<file path="src/design/uart_irq_cfg.svh">
// register map, field positions and fixed codes of the interrupt and fifo control block
`ifndef UART_IRQ_CFG_SVH
`define UART_IRQ_CFG_SVH
`define RA_HOLD 3'h0
`define RA_MASK 3'h1
`define RA_SRC 3'h2
`define RA_FIFO 3'h2
`define RA_LINE 3'h5
`define RA_MODEM 3'h6
`define MB_RX 0
`define MB_TX 1
`define MB_LINE 2
`define MB_MODEM 3
`define MB_SLEEP 4
`define MB_XOFF 5
`define MB_RTS 6
`define MB_CTS 7
`define FB_EN 0
`define FB_RXFL 1
`define FB_TXFL 2
`define FB_WAKE 3
`define MASK_RST 8'h00
`define SEL_RST 2'h0
`define CODE_LINE 6'h06
`define CODE_TMO 6'h0c
`define CODE_RX 6'h04
`define CODE_TX 6'h02
`define CODE_MODEM 6'h00
`define CODE_CHAR 6'h10
`define CODE_FLOW 6'h20
`define CODE_NONE 6'h01
`define TX_TRIG0 6'h10
`define TX_TRIG1 6'h08
`define TX_TRIG2 6'h18
`define TX_TRIG3 6'h1e
`define RX_TRIG0 6'h08
`define RX_TRIG1 6'h10
`define RX_TRIG2 6'h18
`define RX_TRIG3 6'h1c
`define TMO_CHARS 4
`define TMO_BITS 12
`endif

</file>
<file path="src/design/uart_irq_pkg.sv">
// types shared by the interrupt and fifo control block
package uart_irq_pkg;
  typedef enum logic [7:0] {
    SRC_NONE = 8'h01,
    SRC_LINE = 8'h02,
    SRC_TMO = 8'h04,
    SRC_RX = 8'h08,
    SRC_TX = 8'h10,
    SRC_MODEM = 8'h20,
    SRC_CHAR = 8'h40,
    SRC_FLOW = 8'h80
  } src_t;
endpackage : uart_irq_pkg

</file>
<file path="src/design/rx_timeout_timer.sv">
// receive timeout timer: four character times plus twelve bit times of silence
`include "uart_irq_cfg.svh"
module rx_timeout_timer #(
  parameter int CW = 10
) (
  input wire logic ref_clk,
  input wire logic rstn,
  input wire logic clk_en,
  input wire logic bit_tick,
  input wire logic [3:0] char_bits,
  input wire logic armed,
  input wire logic restart,
  output logic expired
);
  logic [CW-1:0] cnt_r, cnt_nxt;
  logic exp_r, exp_nxt;
  logic [CW-1:0] limit;

  function automatic logic [CW-1:0] tmo_limit(input logic [3:0] cb);
    tmo_limit = CW'(`TMO_CHARS * cb + `TMO_BITS);
  endfunction : tmo_limit

  assign limit = tmo_limit(char_bits);
  assign expired = exp_r;

  always_comb begin
    cnt_nxt = cnt_r;
    exp_nxt = exp_r;
    if (restart || !armed) begin
      cnt_nxt = '0;
      exp_nxt = 1'b0;
    end else if (bit_tick && !exp_r) begin
      if (cnt_r + 1'b1 >= limit) begin
        exp_nxt = 1'b1;
      end
      cnt_nxt = cnt_r + 1'b1;
    end
  end

  always_ff @(posedge ref_clk) begin
    if (!rstn) begin
      cnt_r <= '0;
      exp_r <= 1'b0;
    end else if (clk_en) begin
      cnt_r <= cnt_nxt;
      exp_r <= exp_nxt;
    end
  end
endmodule : rx_timeout_timer

</file>
<file path="src/design/uart_interrupt_fifo_control.sv">
// interrupt masking, source priority and fifo control of the uart
// Functional notes
// - fifo rx interrupt follows count versus trigger
// - data ready set on push, cleared when empty
// - line status bits 0..4 ready, overrun, errors
// - bits 5..7 holding empty, all empty, error
// - mask bit 0 gates receive ready interrupt
// - mask bit 1 transmit ready, immediate if empty
// - line interrupt on overrun or error char
// - mask 6/7 rts/cts rising, with auto flow
// - mask 4..7 need enhanced enable; reset zero
// - status read shows highest pending, rest queue
// - fixed six-bit code per source priority
// - timeout after 4 chars plus 12 bits
// - modem, character and wakeup interrupt sources
// - line read, rx reads, tx write/read clear
// - modem read clears modem/flow; status read others
// - status bit 0 low while pending, else high; stays high while only wake is pending
// - status bits 7:6 mirror fifo enable
// - fifo bit 0 enables; others need it set
// - flush bits pulse pointer reset, self-clear
// - fifo bit 3 wake enable, needs enhanced
// - tx trigger select and below/empty firing
// - rx trigger select, one select field for both
// - tx 16,8,24,30; rx 8,16,24,28
`include "uart_irq_cfg.svh"
module uart_interrupt_fifo_control import uart_irq_pkg::*; #(
  parameter int CW = 6,
  parameter int TMR_W = 10
) (
  input wire logic ref_clk,
  input wire logic rstn,
  input wire logic clk_en,
  input wire logic [2:0] addr,
  input wire logic wr_stb,
  input wire logic rd_stb,
  input wire logic [7:0] wdata,
  output logic [7:0] rdata,
  input wire logic lcr_dlab,
  input wire logic enh_en,
  input wire logic auto_rts_en,
  input wire logic auto_cts_en,
  input wire logic err_on_entry,
  input wire logic bit_tick,
  input wire logic [3:0] char_bits,
  input wire logic [7:0] rx_head_data,
  input wire logic [CW-1:0] rx_count,
  input wire logic rx_push,
  input wire logic [2:0] rx_head_err,
  input wire logic rx_any_err,
  input wire logic overrun_evt,
  input wire logic head_err_evt,
  input wire logic entry_err_evt,
  input wire logic [CW-1:0] tx_count,
  input wire logic thr_empty,
  input wire logic tx_all_empty,
  input wire logic [7:0] modem_status,
  input wire logic char_evt,
  input wire logic char_special,
  input wire logic wake_evt,
  input wire logic rts_n_out,
  input wire logic cts_n_pin,
  output logic irq,
  output logic fifo_en,
  output logic rx_flush,
  output logic tx_flush,
  output logic sleep_en,
  output logic [CW-1:0] rx_trig,
  output logic [CW-1:0] tx_trig
);
  ////////////////////////////////////////////////////////////////////////////////
  logic cts_s1_r, cts_s2_r, cts_prev_r, rts_prev_r;
  logic [7:0] mask_r, mask_nxt;
  logic fen_r, fen_nxt, wen_r, wen_nxt, rxf_r, rxf_nxt, txf_r, txf_nxt;
  logic [1:0] rsel_r, rsel_nxt, tsel_r, tsel_nxt;
  logic line_r, line_nxt, ovr_r, ovr_nxt, txi_r, txi_nxt, chr_r, chr_nxt;
  logic spc_r, spc_nxt, rtsi_r, rtsi_nxt, ctsi_r, ctsi_nxt, wk_r, wk_nxt;
  logic fill_r, fill_nxt, tcp_r, tcp_nxt, irq_r, irq_nxt;
  logic [7:0] rd_r, rd_nxt;
  logic wr_mask, wr_fifo, wr_hold, rd_hold, rd_src, rd_line, rd_modem;
  logic p_line, p_tmo, p_rx, p_tx, p_modem, p_chr, p_flow, p_wake, any_p;
  logic tmo_exp, tx_cond, rx_ready;
  src_t top;
  logic [5:0] code;

  function automatic logic [CW-1:0] rx_level(input logic [1:0] s);
    case (s)
      2'h0: rx_level = CW'(`RX_TRIG0);
      2'h1: rx_level = CW'(`RX_TRIG1);
      2'h2: rx_level = CW'(`RX_TRIG2);
      default: rx_level = CW'(`RX_TRIG3);
    endcase
  endfunction : rx_level

  function automatic logic [CW-1:0] tx_level(input logic [1:0] s);
    case (s)
      2'h0: tx_level = CW'(`TX_TRIG0);
      2'h1: tx_level = CW'(`TX_TRIG1);
      2'h2: tx_level = CW'(`TX_TRIG2);
      default: tx_level = CW'(`TX_TRIG3);
    endcase
  endfunction : tx_level

  function automatic logic [5:0] src_code(input src_t s);
    case (s)
      SRC_LINE: src_code = `CODE_LINE;
      SRC_TMO: src_code = `CODE_TMO;
      SRC_RX: src_code = `CODE_RX;
      SRC_TX: src_code = `CODE_TX;
      SRC_MODEM: src_code = `CODE_MODEM;
      SRC_CHAR: src_code = `CODE_CHAR;
      SRC_FLOW: src_code = `CODE_FLOW;
      default: src_code = `CODE_NONE;
    endcase
  endfunction : src_code

  ////////////////////////////////////////////////////////////////////////////////
  // access decode
  assign wr_mask = wr_stb && !lcr_dlab && addr == `RA_MASK;
  assign wr_fifo = wr_stb && addr == `RA_FIFO;
  assign wr_hold = wr_stb && !lcr_dlab && addr == `RA_HOLD;
  assign rd_hold = rd_stb && !lcr_dlab && addr == `RA_HOLD;
  assign rd_src = rd_stb && addr == `RA_SRC;
  assign rd_line = rd_stb && addr == `RA_LINE;
  assign rd_modem = rd_stb && addr == `RA_MODEM;

  assign rx_trig = rx_level(rsel_r);
  assign tx_trig = tx_level(tsel_r);
  assign rx_ready = rx_count != '0;
  assign fifo_en = fen_r;
  assign rx_flush = rxf_r;
  assign tx_flush = txf_r;
  assign sleep_en = enh_en && mask_r[`MB_SLEEP];
  assign irq = irq_r;
  assign rdata = rd_r;

  rx_timeout_timer #(
    .CW(TMR_W)
  ) u_tmo (
    .ref_clk(ref_clk),
    .rstn(rstn),
    .clk_en(clk_en),
    .bit_tick(bit_tick),
    .char_bits(char_bits),
    .armed(fen_r && rx_ready),
    .restart(rx_push || rd_hold),
    .expired(tmo_exp)
  );

  ////////////////////////////////////////////////////////////////////////////////
  // pending sources and priority
  always_comb begin
    tx_cond = thr_empty;
    if (fen_r) begin
      tx_cond = fill_r ? (tx_count < tx_trig) : (tx_count == '0);
    end
    p_line = mask_r[`MB_LINE] && line_r;
    p_tmo = mask_r[`MB_RX] && fen_r && tmo_exp;
    p_rx = mask_r[`MB_RX] && (fen_r ? rx_count >= rx_trig : rx_ready);
    p_tx = mask_r[`MB_TX] && txi_r;
    p_modem = mask_r[`MB_MODEM] && (|modem_status[3:0]);
    p_chr = enh_en && mask_r[`MB_XOFF] && chr_r;
    p_flow = enh_en && ((mask_r[`MB_RTS] && auto_rts_en && rtsi_r) ||
             (mask_r[`MB_CTS] && auto_cts_en && ctsi_r));
    p_wake = enh_en && wen_r && wk_r;
    any_p = p_line || p_tmo || p_rx || p_tx || p_modem || p_chr || p_flow || p_wake;
    if (p_line) top = SRC_LINE;
    else if (p_tmo) top = SRC_TMO;
    else if (p_rx) top = SRC_RX;
    else if (p_tx) top = SRC_TX;
    else if (p_modem) top = SRC_MODEM;
    else if (p_chr) top = SRC_CHAR;
    else if (p_flow) top = SRC_FLOW;
    else top = SRC_NONE;
    code = src_code(top);
  end

  ////////////////////////////////////////////////////////////////////////////////
  // control registers
  always_comb begin
    mask_nxt = mask_r;
    fen_nxt = fen_r;
    wen_nxt = wen_r;
    rsel_nxt = rsel_r;
    tsel_nxt = tsel_r;
    rxf_nxt = 1'b0;
    txf_nxt = 1'b0;
    if (wr_mask) mask_nxt = wdata;
    if (wr_fifo) begin
      fen_nxt = wdata[`FB_EN];
      if (wdata[`FB_EN]) begin
        rxf_nxt = wdata[`FB_RXFL];
        txf_nxt = wdata[`FB_TXFL];
        rsel_nxt = wdata[7:6];
        tsel_nxt = wdata[7:6];
        if (enh_en) begin
          wen_nxt = wdata[`FB_WAKE];
          tsel_nxt = wdata[5:4];
          rsel_nxt = wdata[5:4];
          if (wdata[7:6] != 2'h0) begin
            rsel_nxt = wdata[7:6];
            tsel_nxt = wdata[7:6];
          end
        end
      end
    end
  end

  always_ff @(posedge ref_clk) begin
    if (!rstn) begin
      mask_r <= `MASK_RST;
      fen_r <= 1'b0;
      wen_r <= 1'b0;
      rsel_r <= `SEL_RST;
      tsel_r <= `SEL_RST;
      rxf_r <= 1'b0;
      txf_r <= 1'b0;
    end else if (clk_en) begin
      mask_r <= mask_nxt;
      fen_r <= fen_nxt;
      wen_r <= wen_nxt;
      rsel_r <= rsel_nxt;
      tsel_r <= tsel_nxt;
      rxf_r <= rxf_nxt;
      txf_r <= txf_nxt;
    end
  end

  ////////////////////////////////////////////////////////////////////////////////
  // sticky sources: a set in the clearing cycle wins
  always_comb begin
    line_nxt = line_r;
    ovr_nxt = ovr_r;
    txi_nxt = txi_r;
    chr_nxt = chr_r;
    spc_nxt = spc_r;
    rtsi_nxt = rtsi_r;
    ctsi_nxt = ctsi_r;
    wk_nxt = wk_r;
    fill_nxt = fill_r;
    if (tx_count > tx_trig) fill_nxt = 1'b1;
    else if (tx_count == '0) fill_nxt = 1'b0;
    tcp_nxt = tx_cond;
    if (rd_line) begin
      line_nxt = 1'b0;
      ovr_nxt = 1'b0;
    end
    if (wr_hold || (rd_src && top == SRC_TX)) txi_nxt = 1'b0;
    if ((rd_src && top == SRC_CHAR) || (rx_push && spc_r)) chr_nxt = 1'b0;
    if (rd_modem) begin
      rtsi_nxt = 1'b0;
      ctsi_nxt = 1'b0;
    end
    if (rd_src && top == SRC_NONE) wk_nxt = 1'b0;
    if (overrun_evt) begin
      line_nxt = 1'b1;
      ovr_nxt = 1'b1;
    end
    if (err_on_entry ? entry_err_evt : head_err_evt) line_nxt = 1'b1;
    if ((tx_cond && !tcp_r) ||
        (wr_mask && wdata[`MB_TX] && !mask_r[`MB_TX] && tx_cond)) begin
      txi_nxt = 1'b1;
    end
    if (char_evt) begin
      chr_nxt = 1'b1;
      spc_nxt = char_special;
    end
    if (rts_n_out && !rts_prev_r) rtsi_nxt = 1'b1;
    if (cts_s2_r && !cts_prev_r) ctsi_nxt = 1'b1;
    if (wake_evt) wk_nxt = 1'b1;
    irq_nxt = any_p;
  end

  always_ff @(posedge ref_clk) begin
    if (!rstn) begin
      line_r <= 1'b0;
      ovr_r <= 1'b0;
      txi_r <= 1'b0;
      chr_r <= 1'b0;
      spc_r <= 1'b0;
      rtsi_r <= 1'b0;
      ctsi_r <= 1'b0;
      wk_r <= 1'b0;
      fill_r <= 1'b0;
      tcp_r <= 1'b1;
      irq_r <= 1'b0;
      cts_s1_r <= 1'b1;
      cts_s2_r <= 1'b1;
      cts_prev_r <= 1'b1;
      rts_prev_r <= 1'b1;
    end else if (clk_en) begin
      line_r <= line_nxt;
      ovr_r <= ovr_nxt;
      txi_r <= txi_nxt;
      chr_r <= chr_nxt;
      spc_r <= spc_nxt;
      rtsi_r <= rtsi_nxt;
      ctsi_r <= ctsi_nxt;
      wk_r <= wk_nxt;
      fill_r <= fill_nxt;
      tcp_r <= tcp_nxt;
      irq_r <= irq_nxt;
      cts_s1_r <= cts_n_pin;
      cts_s2_r <= cts_s1_r;
      cts_prev_r <= cts_s2_r;
      rts_prev_r <= rts_n_out;
    end
  end

  ////////////////////////////////////////////////////////////////////////////////
  // read data
  always_comb begin
    rd_nxt = rd_r;
    if (rd_stb) begin
      case (addr)
        `RA_HOLD: rd_nxt = lcr_dlab ? 8'h00 : rx_head_data;
        `RA_MASK: rd_nxt = lcr_dlab ? 8'h00 : mask_r;
        `RA_SRC: rd_nxt = {fen_r, fen_r, code};
        `RA_LINE: rd_nxt = {rx_any_err, tx_all_empty, thr_empty, rx_head_err,
                            ovr_r, rx_ready};
        `RA_MODEM: rd_nxt = modem_status;
        default: rd_nxt = 8'h00;
      endcase
    end
  end

  always_ff @(posedge ref_clk) begin
    if (!rstn) begin
      rd_r <= 8'h00;
    end else if (clk_en) begin
      rd_r <= rd_nxt;
    end
  end
endmodule : uart_interrupt_fifo_control

</file>
<file path="config.mk">
export PLATFORM = sky130hd
export DESIGN_NAME = uart_interrupt_fifo_control
export DESIGN_NICKNAME = d
export VERILOG_FILES = /design/src/design/uart_irq_pkg.sv /design/src/design/rx_timeout_timer.sv /design/src/design/uart_interrupt_fifo_control.sv
export VERILOG_INCLUDE_DIRS = /design/src /design/src/design
export SDC_FILE = /design/constraint.sdc
export NUM_CORES = 1
export LEC_CHECK = 0
export ABC_AREA = 0
export BUFFER_PORTS_ARGS = -buffer_cell sky130_fd_sc_hd__buf_4
export CORE_UTILIZATION = 55
export CTS_CLUSTER_SIZE = 8
export DETAILED_ROUTE_END_ITERATION = 12
export GPL_TIMING_DRIVEN = 0
export PLACE_DENSITY = 0.85
export REMOVE_ABC_BUFFERS = 1
export SETUP_SLACK_MARGIN = 0.15
export SYNTH_ARGS = -nofsm -noshare
export SYNTH_HDL_FRONTEND = slang
export SYNTH_SLANG_ARGS = --single-unit
</file>
<file path="constraint.sdc">
create_clock -name ref_clk -period 3 [get_ports ref_clk]
set_input_delay 0.3 -clock ref_clk [delete_from_list [all_inputs] [get_ports ref_clk]]
set_output_delay 0.3 -clock ref_clk [all_outputs]
set_load 0.02 [all_outputs]
</file>
==> flow_summary.ini, run 1 <==
[status]
run_status = finished, final reports clean

[placement]
place_ws_ps = 767.5
gp_congestion = 0.9183
hpwl_mm = 5.891
port_buffers = 88

[clock_network]
postCtsSetupBuffers = 0
cts-root-buf = clkbuf_8
cts_resized = 0
clock_path_buffers = 2
holdBufCountCts = 0
clk_pin_slew_ps = 100
cts_tree = built
cts_buffers = 5
htree_levels = 2
clk_latency_ps = 310
numClockSinks = 48

[power_and_ir_drop]
power_density_nw_per_um2 = 372.4
swShare_pct = 26.49
leakage_nw = 1.566
pwr-share-clk_pct = 35.1
peakVddDrop_mv = 0.2905
power_frac_seq_pct = 47.9
netSwitchingPower_mw = 0.3665
internal-power_mw = 1.017
pwr-share-comb_pct = 17.0

[worst_setup_path]
start_kind = flip-flop
critical_path_class = reg -> reg
worstPathArrival_ps = 2490
end_kind = flip-flop
worst-path-max-fanout = 6
required_ps = 3180
r2r_cells = 9
timing.rr.start = u_tmo.cnt_r[0]
r2r_slack_ps = 690
r2r-end = u_tmo.expired

[route]
drtAntennaViolNets = 0
wl_per_cell_um = 15.79
wl_mm = 7.975
dr.first_iter.drc_count = 234
first_pass_iters = 5
drc = 0
via_per_inst = 5.968
vias = 3014

[synth]
yosys.area.top_type = dfxtp_1
ys_seq_elements = 48
yosys_warnings = 0
async_reset_ff_share_pct = 0
synth-edff-count = 0
ys.flop_type = dfxtp_1
synth_top_area_share_pct = 32.46
synthTopCellsByArea = dfxtp_1, ha_1, mux2i_1, nand2_1, nor2_1
synth_cells = 358
syn-cell-area_um2 = 2960
postSynthAreaPerCell_um2 = 8.269
synth.distinct_cells = 63
ys_seq_area_share_pct = 32.46

[layout]
drive_above_1_share_pct = 25.75
diodes = 0
syn_to_final_growth_pct = 25.49
fin_nets = 518

[timing]
post-route-min-period_ps = 2311
rsz0062_at_grt = no
tns_ps = 0
finalHoldViolCount = 0
max_freq_mhz = 432.7
fin_crit_sh_pct = 77.03
clock_skew_ps = 8.933
worstMarginPinSlew_ps = 753.1
finalSetupViolations = 0
slew-limit-headroom_pct = 49.69
timing.final.ws_setup_ps = 689.1
drv_slew = 0

[die]
rows = 26
core_area_um2 = 5140
die_y_um = 75.37
dieArea_um2 = 5680
die_w_um = 75.37
io_pins = 94
start_util_pct = 57.59

[global_routing]
grt_pass1_wl_mm = 12.34
antenna_found_initial = 0
grt_max_degree = 29
grt.overflow.total = 0
gr-usage-all-layers_pct = 29.00
grt_pass1_vias = 2693

[worst_hold_path]
min_from = cts_n_pin
hold_path_end = cts_s1_r
hp-class = in -> reg
whs_path_depth = 3

[run]
maxCapViolations = 0
==> worst max-delay path by stage <==
stage                         startpoint             to  depth (start not counted)
final                     u_tmo.cnt_r[0]  u_tmo.expired                          9
after global routing      u_tmo.cnt_r[0]  u_tmo.expired                          9
after CTS                 u_tmo.cnt_r[0]  u_tmo.expired                          9
after detailed placement  u_tmo.cnt_r[0]  u_tmo.expired                          9
after global placement    u_tmo.cnt_r[0]  u_tmo.expired                          9
after floorplan                tsel_r[0]           wk_r                          8
==> worst max-delay path: stages, from the launching register on <==
cell	delay, ps
dfxtp_1	450
ha_1	310
nand3_1	120
xnor2_1	220
ha_1	280
nand2_1	80
a21oi_1	50
a2111oi_0	400
or2_2	190
a41oi_1	90
==> registers in the layout, indices dropped and copies added (netlist names), 2 cells and up <==
register	flops
u_tmo.cnt_r	10
tsel_r	2
rdata	8
mask_r	8
==> kinds of logic (layout without fill, tap and decap cells) <==
logic type / after synthesis / count (layout) / synth area share (%)
other: 1 / 5 / 0.1267
buffers and inverters: 39 / 112 / 6.212
DFF: 48 / 48 / 32.46
and+or+nand+nor: 134 / 134 / 22.15
muxes: 21 / 21 / 7.227
adders and majority gates: 15 / 15 / 6.340
AOI/OAI and AO/OA: 92 / 92 / 23.12
xor gates and xnor gates: 8 / 8 / 2.367
==> cell usage in the layout (no fill, tap or decap), types with 7 or more instances in the layout <==
cell type  synthesis  final
nand3_1           19     19
o21ai_0           19     19
mux2i_1           18     18
ha_1              15     15
buf_4              9     88
nor2_1            31     31
nor3_1             7      7
inv_1             14     14
a22oi_1           12     12
a21oi_1           18     18
dfxtp_1           48     48
nand2_1           44     44
==> layer usage <==
layer | up-vias | global-route usage (%) | wire length [um]
met2 | 139 | 47.22 | 3709
met5 | - | 0 | 0
li1 | 1453 | - | -
met3 | 18 | 5.423 | 621
met4 | 0 | 10.08 | 167
met1 | 1404 | 38.77 | 3476
==> metrics by stage <==
step / hold WS, ps / util (%) / area, um^2 / std cells / power, mW
2_1_floorplan: 361.9 / - / 2851 / 339 / 0.7824
3_5_place_dp: 452.3 / 70.03 / 3600 / 497 / 0.9089
5_1_grt: 213.0 / 72.27 / 3715 / 505 / 1.433
3_3_place_gp: 444.1 / 70.03 / 3600 / 497 / 0.9019
6_report: 199.3 / 72.27 / 3715 / 505 / 1.384
4_1_cts: 197.8 / 72.27 / 3715 / 505 / 1.384
==> final cells by class <==
type / instances / area [um^2]
Sequential cell: 48 / 960.9
Clock buffer: 5 / 68.82
Multi-Input combinational cell: 275 / 1831
Clock inverter: 3 / 46.29
Timing Repair Buffer: 88 / 660.6
Tap cell: 70 / 87.58
Inverter: 16 / 60.06
Fill cell: 409 / 1425
==> Yosys cell counts, drive strengths merged, types with 4 or more instances <==
master,n
a21oi,18
a22o,5
a22oi,12
buf,13
clkbuf,10
dfxtp,48
ha,15
inv,15
mux2i,18
nand2,45
nand2b,4
nand3,19
nor2,32
nor2b,4
nor3,8
o21ai,19
o221ai,6
o22ai,4
xor2,5
==> power groups by stage <==
stage / sequential, mW / combinational, mW / clock (mW)
floorplan: 0.679 / 0.104 / 0
global placement: 0.677 / 0.225 / 0
detailed placement: 0.678 / 0.231 / 0
CTS: 0.663 / 0.233 / 0.488
global route: 0.665 / 0.258 / 0.511
finish: 0.663 / 0.235 / 0.486
Note: power is estimated with default switching activity, not from simulation.
==> run 2, diff against run 1 <==
CORE_UTILIZATION = 46   (was 55)
PLACE_DENSITY = 0.76   (was 0.85)
clock period = 1.9 ns   (was 3 ns; I/O delays follow)
==> flow_summary.ini, run 2 (synthesis gave the netlist of run 1 again) <==
[timing]
finalHoldViolCount = 0
rsz0062_at_grt = yes
slew-limit-headroom_pct = 55.01
post-route-min-period_ps = 2006
timing.hold.ws_ps = 107.2
drv_slew = 0
finalSetupViolations = 7
clock_skew_ps = 7.604
worstMarginPinSlew_ps = 673.5
fin_crit_sh_pct = 105.6
max_freq_mhz = 498.4
timing.final.ws_setup_ps = -106.4

[die]
die_w_um = 82.22
core_area_um2 = 6061
io_pins = 94
die_y_um = 82.22
start_util_pct = 48.84
rows = 28
dieArea_um2 = 6760

[clock_network]
holdBufCountCts = 0
clock_path_buffers = 2
cts_tree = built
clk_pin_slew_ps = 90
clk_latency_ps = 310
cts_buffers = 5
htree_levels = 2
numClockSinks = 48
cts-root-buf = clkbuf_8

[run]
maxCapViolations = 0

[layout]
regMostFlops = u_tmo.cnt_r
fin_area_um2 = 4074
fin_cells = 522
layout_common_cells = buf_4, nand2_1, dfxtp_1, nor2_1
multi_input_area_um2 = 2074
fin_nets = 530
final_common_cell = buf_4
drive_above_1_share_pct = 35.12
largest_reg_flops = 10
regArea_um2 = 978.4
diodes = 0
n_fill_cell = 500
syn_to_final_growth_pct = 37.62

[power_and_ir_drop]
internal-power_mw = 1.615
netSwitchingPower_mw = 0.5753
total_power_mw = 2.191
swShare_pct = 26.26
leakage_nw = 1.684
peakVddDrop_mv = 0.3283
power_density_nw_per_um2 = 537.7
pwr-share-comb_pct = 18.8
power_frac_seq_pct = 47.6
pwr-share-clk_pct = 33.6

[worst_setup_path]
required_ps = 2070
start_kind = flip-flop
worst-path-max-fanout = 3
r2r_slack_ps = -110
critical_path_class = reg -> reg
end_kind = flip-flop
worstPathArrival_ps = 2180
r2r_cells = 9

[route]
vias = 3071
wl_per_cell_um = 16.56
first_pass_iters = 5
drc = 0
via_per_inst = 5.883
drtAntennaViolNets = 0
wl_mm = 8.642
dr.first_iter.drc_count = 166

[global_routing]
grt.overflow.total = 0
grt_pass1_vias = 2841
antenna_found_initial = 0
grt_pass1_wl_mm = 12.81
gr-usage-all-layers_pct = 24.87
grt_max_degree = 29

[placement]
gp_congestion = 0.9161
placed_cells = 502
placed_area_um2 = 3606
port_buffers = 88
place_ws_ps = -459.3
hpwl_mm = 6.016

[worst_hold_path]
hp-class = in -> reg
whs_path_depth = 3

[status]
run_status = finished, violations left
violations = setup timing
run 2: cell types whose count changed in the layout (fill, tap and decap cells not counted), moves of 3 or more:
cell,delta
buf_4,+11
dfxtp_1,-6
dfxtp_4,+4
ha_1,-5
ha_4,+5
nand3_1,-3
xnor2_1,-3
run 2: timing repair:
item | 4_1_cts | 5_1_grt
pin swaps | 15 | 12
buffers inserted | 11 | 1
setup endpoints to repair | 20 | 22
gates resized for setup | 36 | 16
run 2: layout make-up:
class	count	share of cell area (%)
multi-input combinational	275	50.92
sequential	48	24.02
clock inverter	2	0.8600
inverter	16	1.597
tap	75	2.303
clock buffer	6	1.781
timing repair buffer	100	18.52
run 2: final timing paths:
| path | endpoint | start |
|---|---|---|
| worst min register to register | spc_r | spc_r |
| worst max register to register | u_tmo.expired | u_tmo.cnt_r[1] |
| worst min-delay path | cts_s1_r | cts_n_pin |
| worst max-delay path | u_tmo.expired | u_tmo.cnt_r[1] |
run 2: metal layers:
layer,vias to the layer above,global-route usage [%],routed length [um]
li1,1469,-,-
met1,1450,30.42,3707
met2,130,42.31,4086
met3,22,5.824,647
met4,0,8.947,199
met5,-,0,0
run 2: worst max-delay path: stages, from the launching register on:
cell	delay (ps)
dfxtp_4	360
ha_4	170
buf_4	140
xnor2_2	120
ha_1	270
nand2_1	100
a21oi_2	90
a2111oi_4	320
or2_4	190
a41oi_2	110
run 2: stage by stage:
step | utilization, % | setup TNS, ps
global placement | 59.50 | -1514
finish | 67.22 | -368.3
CTS | 65.50 | -280.6
floorplan | - | -2175
global route | 67.22 | -666.0
detailed placement | 59.50 | -1980
run 2: power by group through the flow:
stage          clock [mW]  sequential (mW)  combinational (mW)
3_5_place_dp            0             1.07               0.365
5_1_grt             0.794             1.05               0.444
4_1_cts             0.744             1.04               0.392
2_1_floorplan           0             1.07               0.164
3_3_place_gp            0             1.07               0.357
6_report            0.737             1.04               0.411
==> run 3, diff against run 2 <==
ABC_AREA = 1   (was 0)
CORE_UTILIZATION = 47   (was 46)
PLACE_DENSITY = 0.77   (was 0.76)
SYNTH_HIERARCHICAL = 1   (was not set)
==> flow_summary.ini, run 3 <==
[status]
run_status = finished, final reports clean

[worst_setup_path]
start_kind = flip-flop
critPathMaxStageDelay_ps = 390
cp-startpoint = u_tmo/cnt_r[0]
r2r_cells = 15
critical_path_class = reg -> reg
crit_end = u_tmo/expired
r2r_slack_ps = 20
slowest_stage = dfxtp_4
cp_common_cell = nand2_1
worst-path-max-fanout = 4
end_kind = flip-flop
worstPathArrival_ps = 2080
required_ps = 2110
r2r-end = u_tmo/expired
path_cells = ha_4, nand2_4, nor2_4, xor2_2, ha_1, nand2_2, nor2_2, nand2_1, nand3_1, nand2_1, nand2_1, inv_1, nand2_1, nand2_1, a21oi_2
timing.rr.start = u_tmo/cnt_r[0]

[synth]
synth_commonest_cells = nand2_1, inv_1, a21oi_1, dfxtp_1, o21ai_0
ys.flop_type = dfxtp_1
syn-cell-area_um2 = 3069
yosys_warnings = 6
synth_cells = 469
synthTopCellsByArea = dfxtp_1, nand2_1, a21oi_1, inv_1, ha_1
ys_seq_area_share_pct = 31.31
ys_seq_elements = 48
postSynthAreaPerCell_um2 = 6.544
synth.most_common_cell = nand2_1
synth-edff-count = 0
async_reset_ff_share_pct = 0
synth.distinct_cells = 37
synth_top_area_share_pct = 31.31
yosys.area.top_type = dfxtp_1

[global_routing]
grt.overflow.total = 0
gr-usage-all-layers_pct = 24.55
grt_pass1_wl_mm = 13.92
grt_pass1_vias = 3165
antenna_found_initial = 0
grt_max_degree = 26

[placement]
port_buffers = 88
placed_cells = 621
placed_area_um2 = 3731
gp_congestion = 0.8802
hpwl_mm = 6.311
place_ws_ps = -216.1

[run]
maxCapViolations = 0

[die]
start_util_pct = 48.61
die_w_um = 82.81
dieArea_um2 = 6858
io_pins = 94
die_y_um = 82.81
core_area_um2 = 6314
rows = 29

[timing]
drv_slew = 0
fin_crit_sh_pct = 98.81
slew-limit-headroom_pct = 43.34
timing.hold.ws_ps = 90.69
worstMarginPinSlew_ps = 848.9
tns_ps = 0
timing.final.ws_setup_ps = 22.55
finalSetupViolations = 0
clock_skew_ps = 4.905
max_freq_mhz = 532.6
post-route-min-period_ps = 1877
finalHoldViolCount = 0
rsz0062_at_grt = yes

[power_and_ir_drop]
netSwitchingPower_mw = 0.5647
peakVddDrop_mv = 0.2888
swShare_pct = 26.21
internal-power_mw = 1.590
power_density_nw_per_um2 = 515.2
power_frac_seq_pct = 48.3
pwr-share-comb_pct = 17.8
leakage_nw = 1.976
pwr-share-clk_pct = 33.8

[layout]
syn_to_final_growth_pct = 36.24
final_common_cell = nand2_1
fin_cells = 644
regMostFlops = u_tmo/cnt_r
diodes = 0
layout_common_cells = nand2_1, buf_4, inv_1, a21oi_1, dfxtp_1
fin_nets = 650
largest_reg_flops = 10
drive_above_1_share_pct = 32.10
fin_area_um2 = 4182

[clock_network]
cts_buffers = 5
numClockSinks = 48
clk_latency_ps = 310
htree_levels = 2
clk_pin_slew_ps = 80
cts-root-buf = clkbuf_8
clock_path_buffers = 2
cts_tree = built

[route]
wl_per_cell_um = 13.59
wl_mm = 8.755
vias = 3314
first_pass_iters = 5
drtAntennaViolNets = 0
drc = 0
via_per_inst = 5.146
dr.first_iter.drc_count = 192

[worst_hold_path]
hp-class = in -> reg
==> run 3: area by class of cell <==
class,count,area (um^2)
clock inverter,2,35.03
tap,77,96.34
clock buffer,6,72.57
timing repair buffer,103,773.2
sequential,48,988.4
multi-input combinational,337,1942
inverter,71,274.0
fill,592,2132
==> run 3: what timing repair did <==
action                                  CTS  global route
setup buffers                            11             4
gates resized for setup                  23            40
endpoints found under the setup margin   20            20
gates cloned                              0             0
hold buffers                              0             0
pin swaps                                 9            23
==> run 3: worst min-delay path by stage <==
stage	depth (start not counted)	slack, ps	from	endpoint
after global placement	3	410	cts_n_pin	cts_s1_r
after CTS	3	90	cts_n_pin	cts_s1_r
final	3	90	cts_n_pin	cts_s1_r
after floorplan	1	260	rstn	tcp_r
after global routing	3	100	cts_n_pin	cts_s1_r
after detailed placement	3	410	cts_n_pin	cts_s1_r
==> run 3: stage by stage <==
| stage | utilization, % | total power [mW] |
|---|---|---|
| 6_report | 66.23 | 2.154 |
| 5_1_grt | 66.23 | 2.261 |
| 4_1_cts | 63.14 | 2.149 |
| 3_5_place_dp | 59.10 | 1.425 |
| 3_3_place_gp | 59.10 | 1.418 |
| 2_1_floorplan | - | 1.234 |
==> run 3: cells by family after synthesis <==
| group | after synthesis | synth area share, % |
|---|---|---|
| XOR/XNOR | 6 | 2.201 |
| other | 1 | 0.1222 |
| flip-flops | 48 | 31.31 |
| AND/OR/NAND/NOR | 217 | 31.31 |
| buffers and inverters | 88 | 12.31 |
| AO/OA/AOI/OAI | 94 | 16.63 |
| adder cells (fa/ha/maj) | 15 | 6.115 |
==> run 3: power by group through the flow <==
stage	Combinational, mW	Clock, mW	Sequential [mW]
3_3_place_gp	0.346	0	1.07
3_5_place_dp	0.352	0	1.07
4_1_cts	0.358	0.744	1.05
5_1_grt	0.425	0.792	1.04
2_1_floorplan	0.158	0	1.08
6_report	0.384	0.729	1.04
==> run 3: critical path, delay by kind of cell (launching register included) <==
family,cells,cell delay (ps)
AO/OA/AOI/OAI,1,50
XOR/XNOR,1,180
adder cells (fa/ha/maj),2,410
buffers and inverters,1,50
flip-flops,1,390
AND/OR/NAND/NOR,10,710
==> run 3: routing by layer <==
metal | vias up | routed length [um] | track usage (%) | share of wire (%)
met4 | 0 | 148 | 7.210 | 1.7
li1 | 1697 | - | - | -
met1 | 1505 | 3756 | 29.44 | 43
met5 | - | 0 | 0 | 0
met2 | 97 | 4402 | 43.52 | 50
met3 | 15 | 448 | 5.666 | 5.1
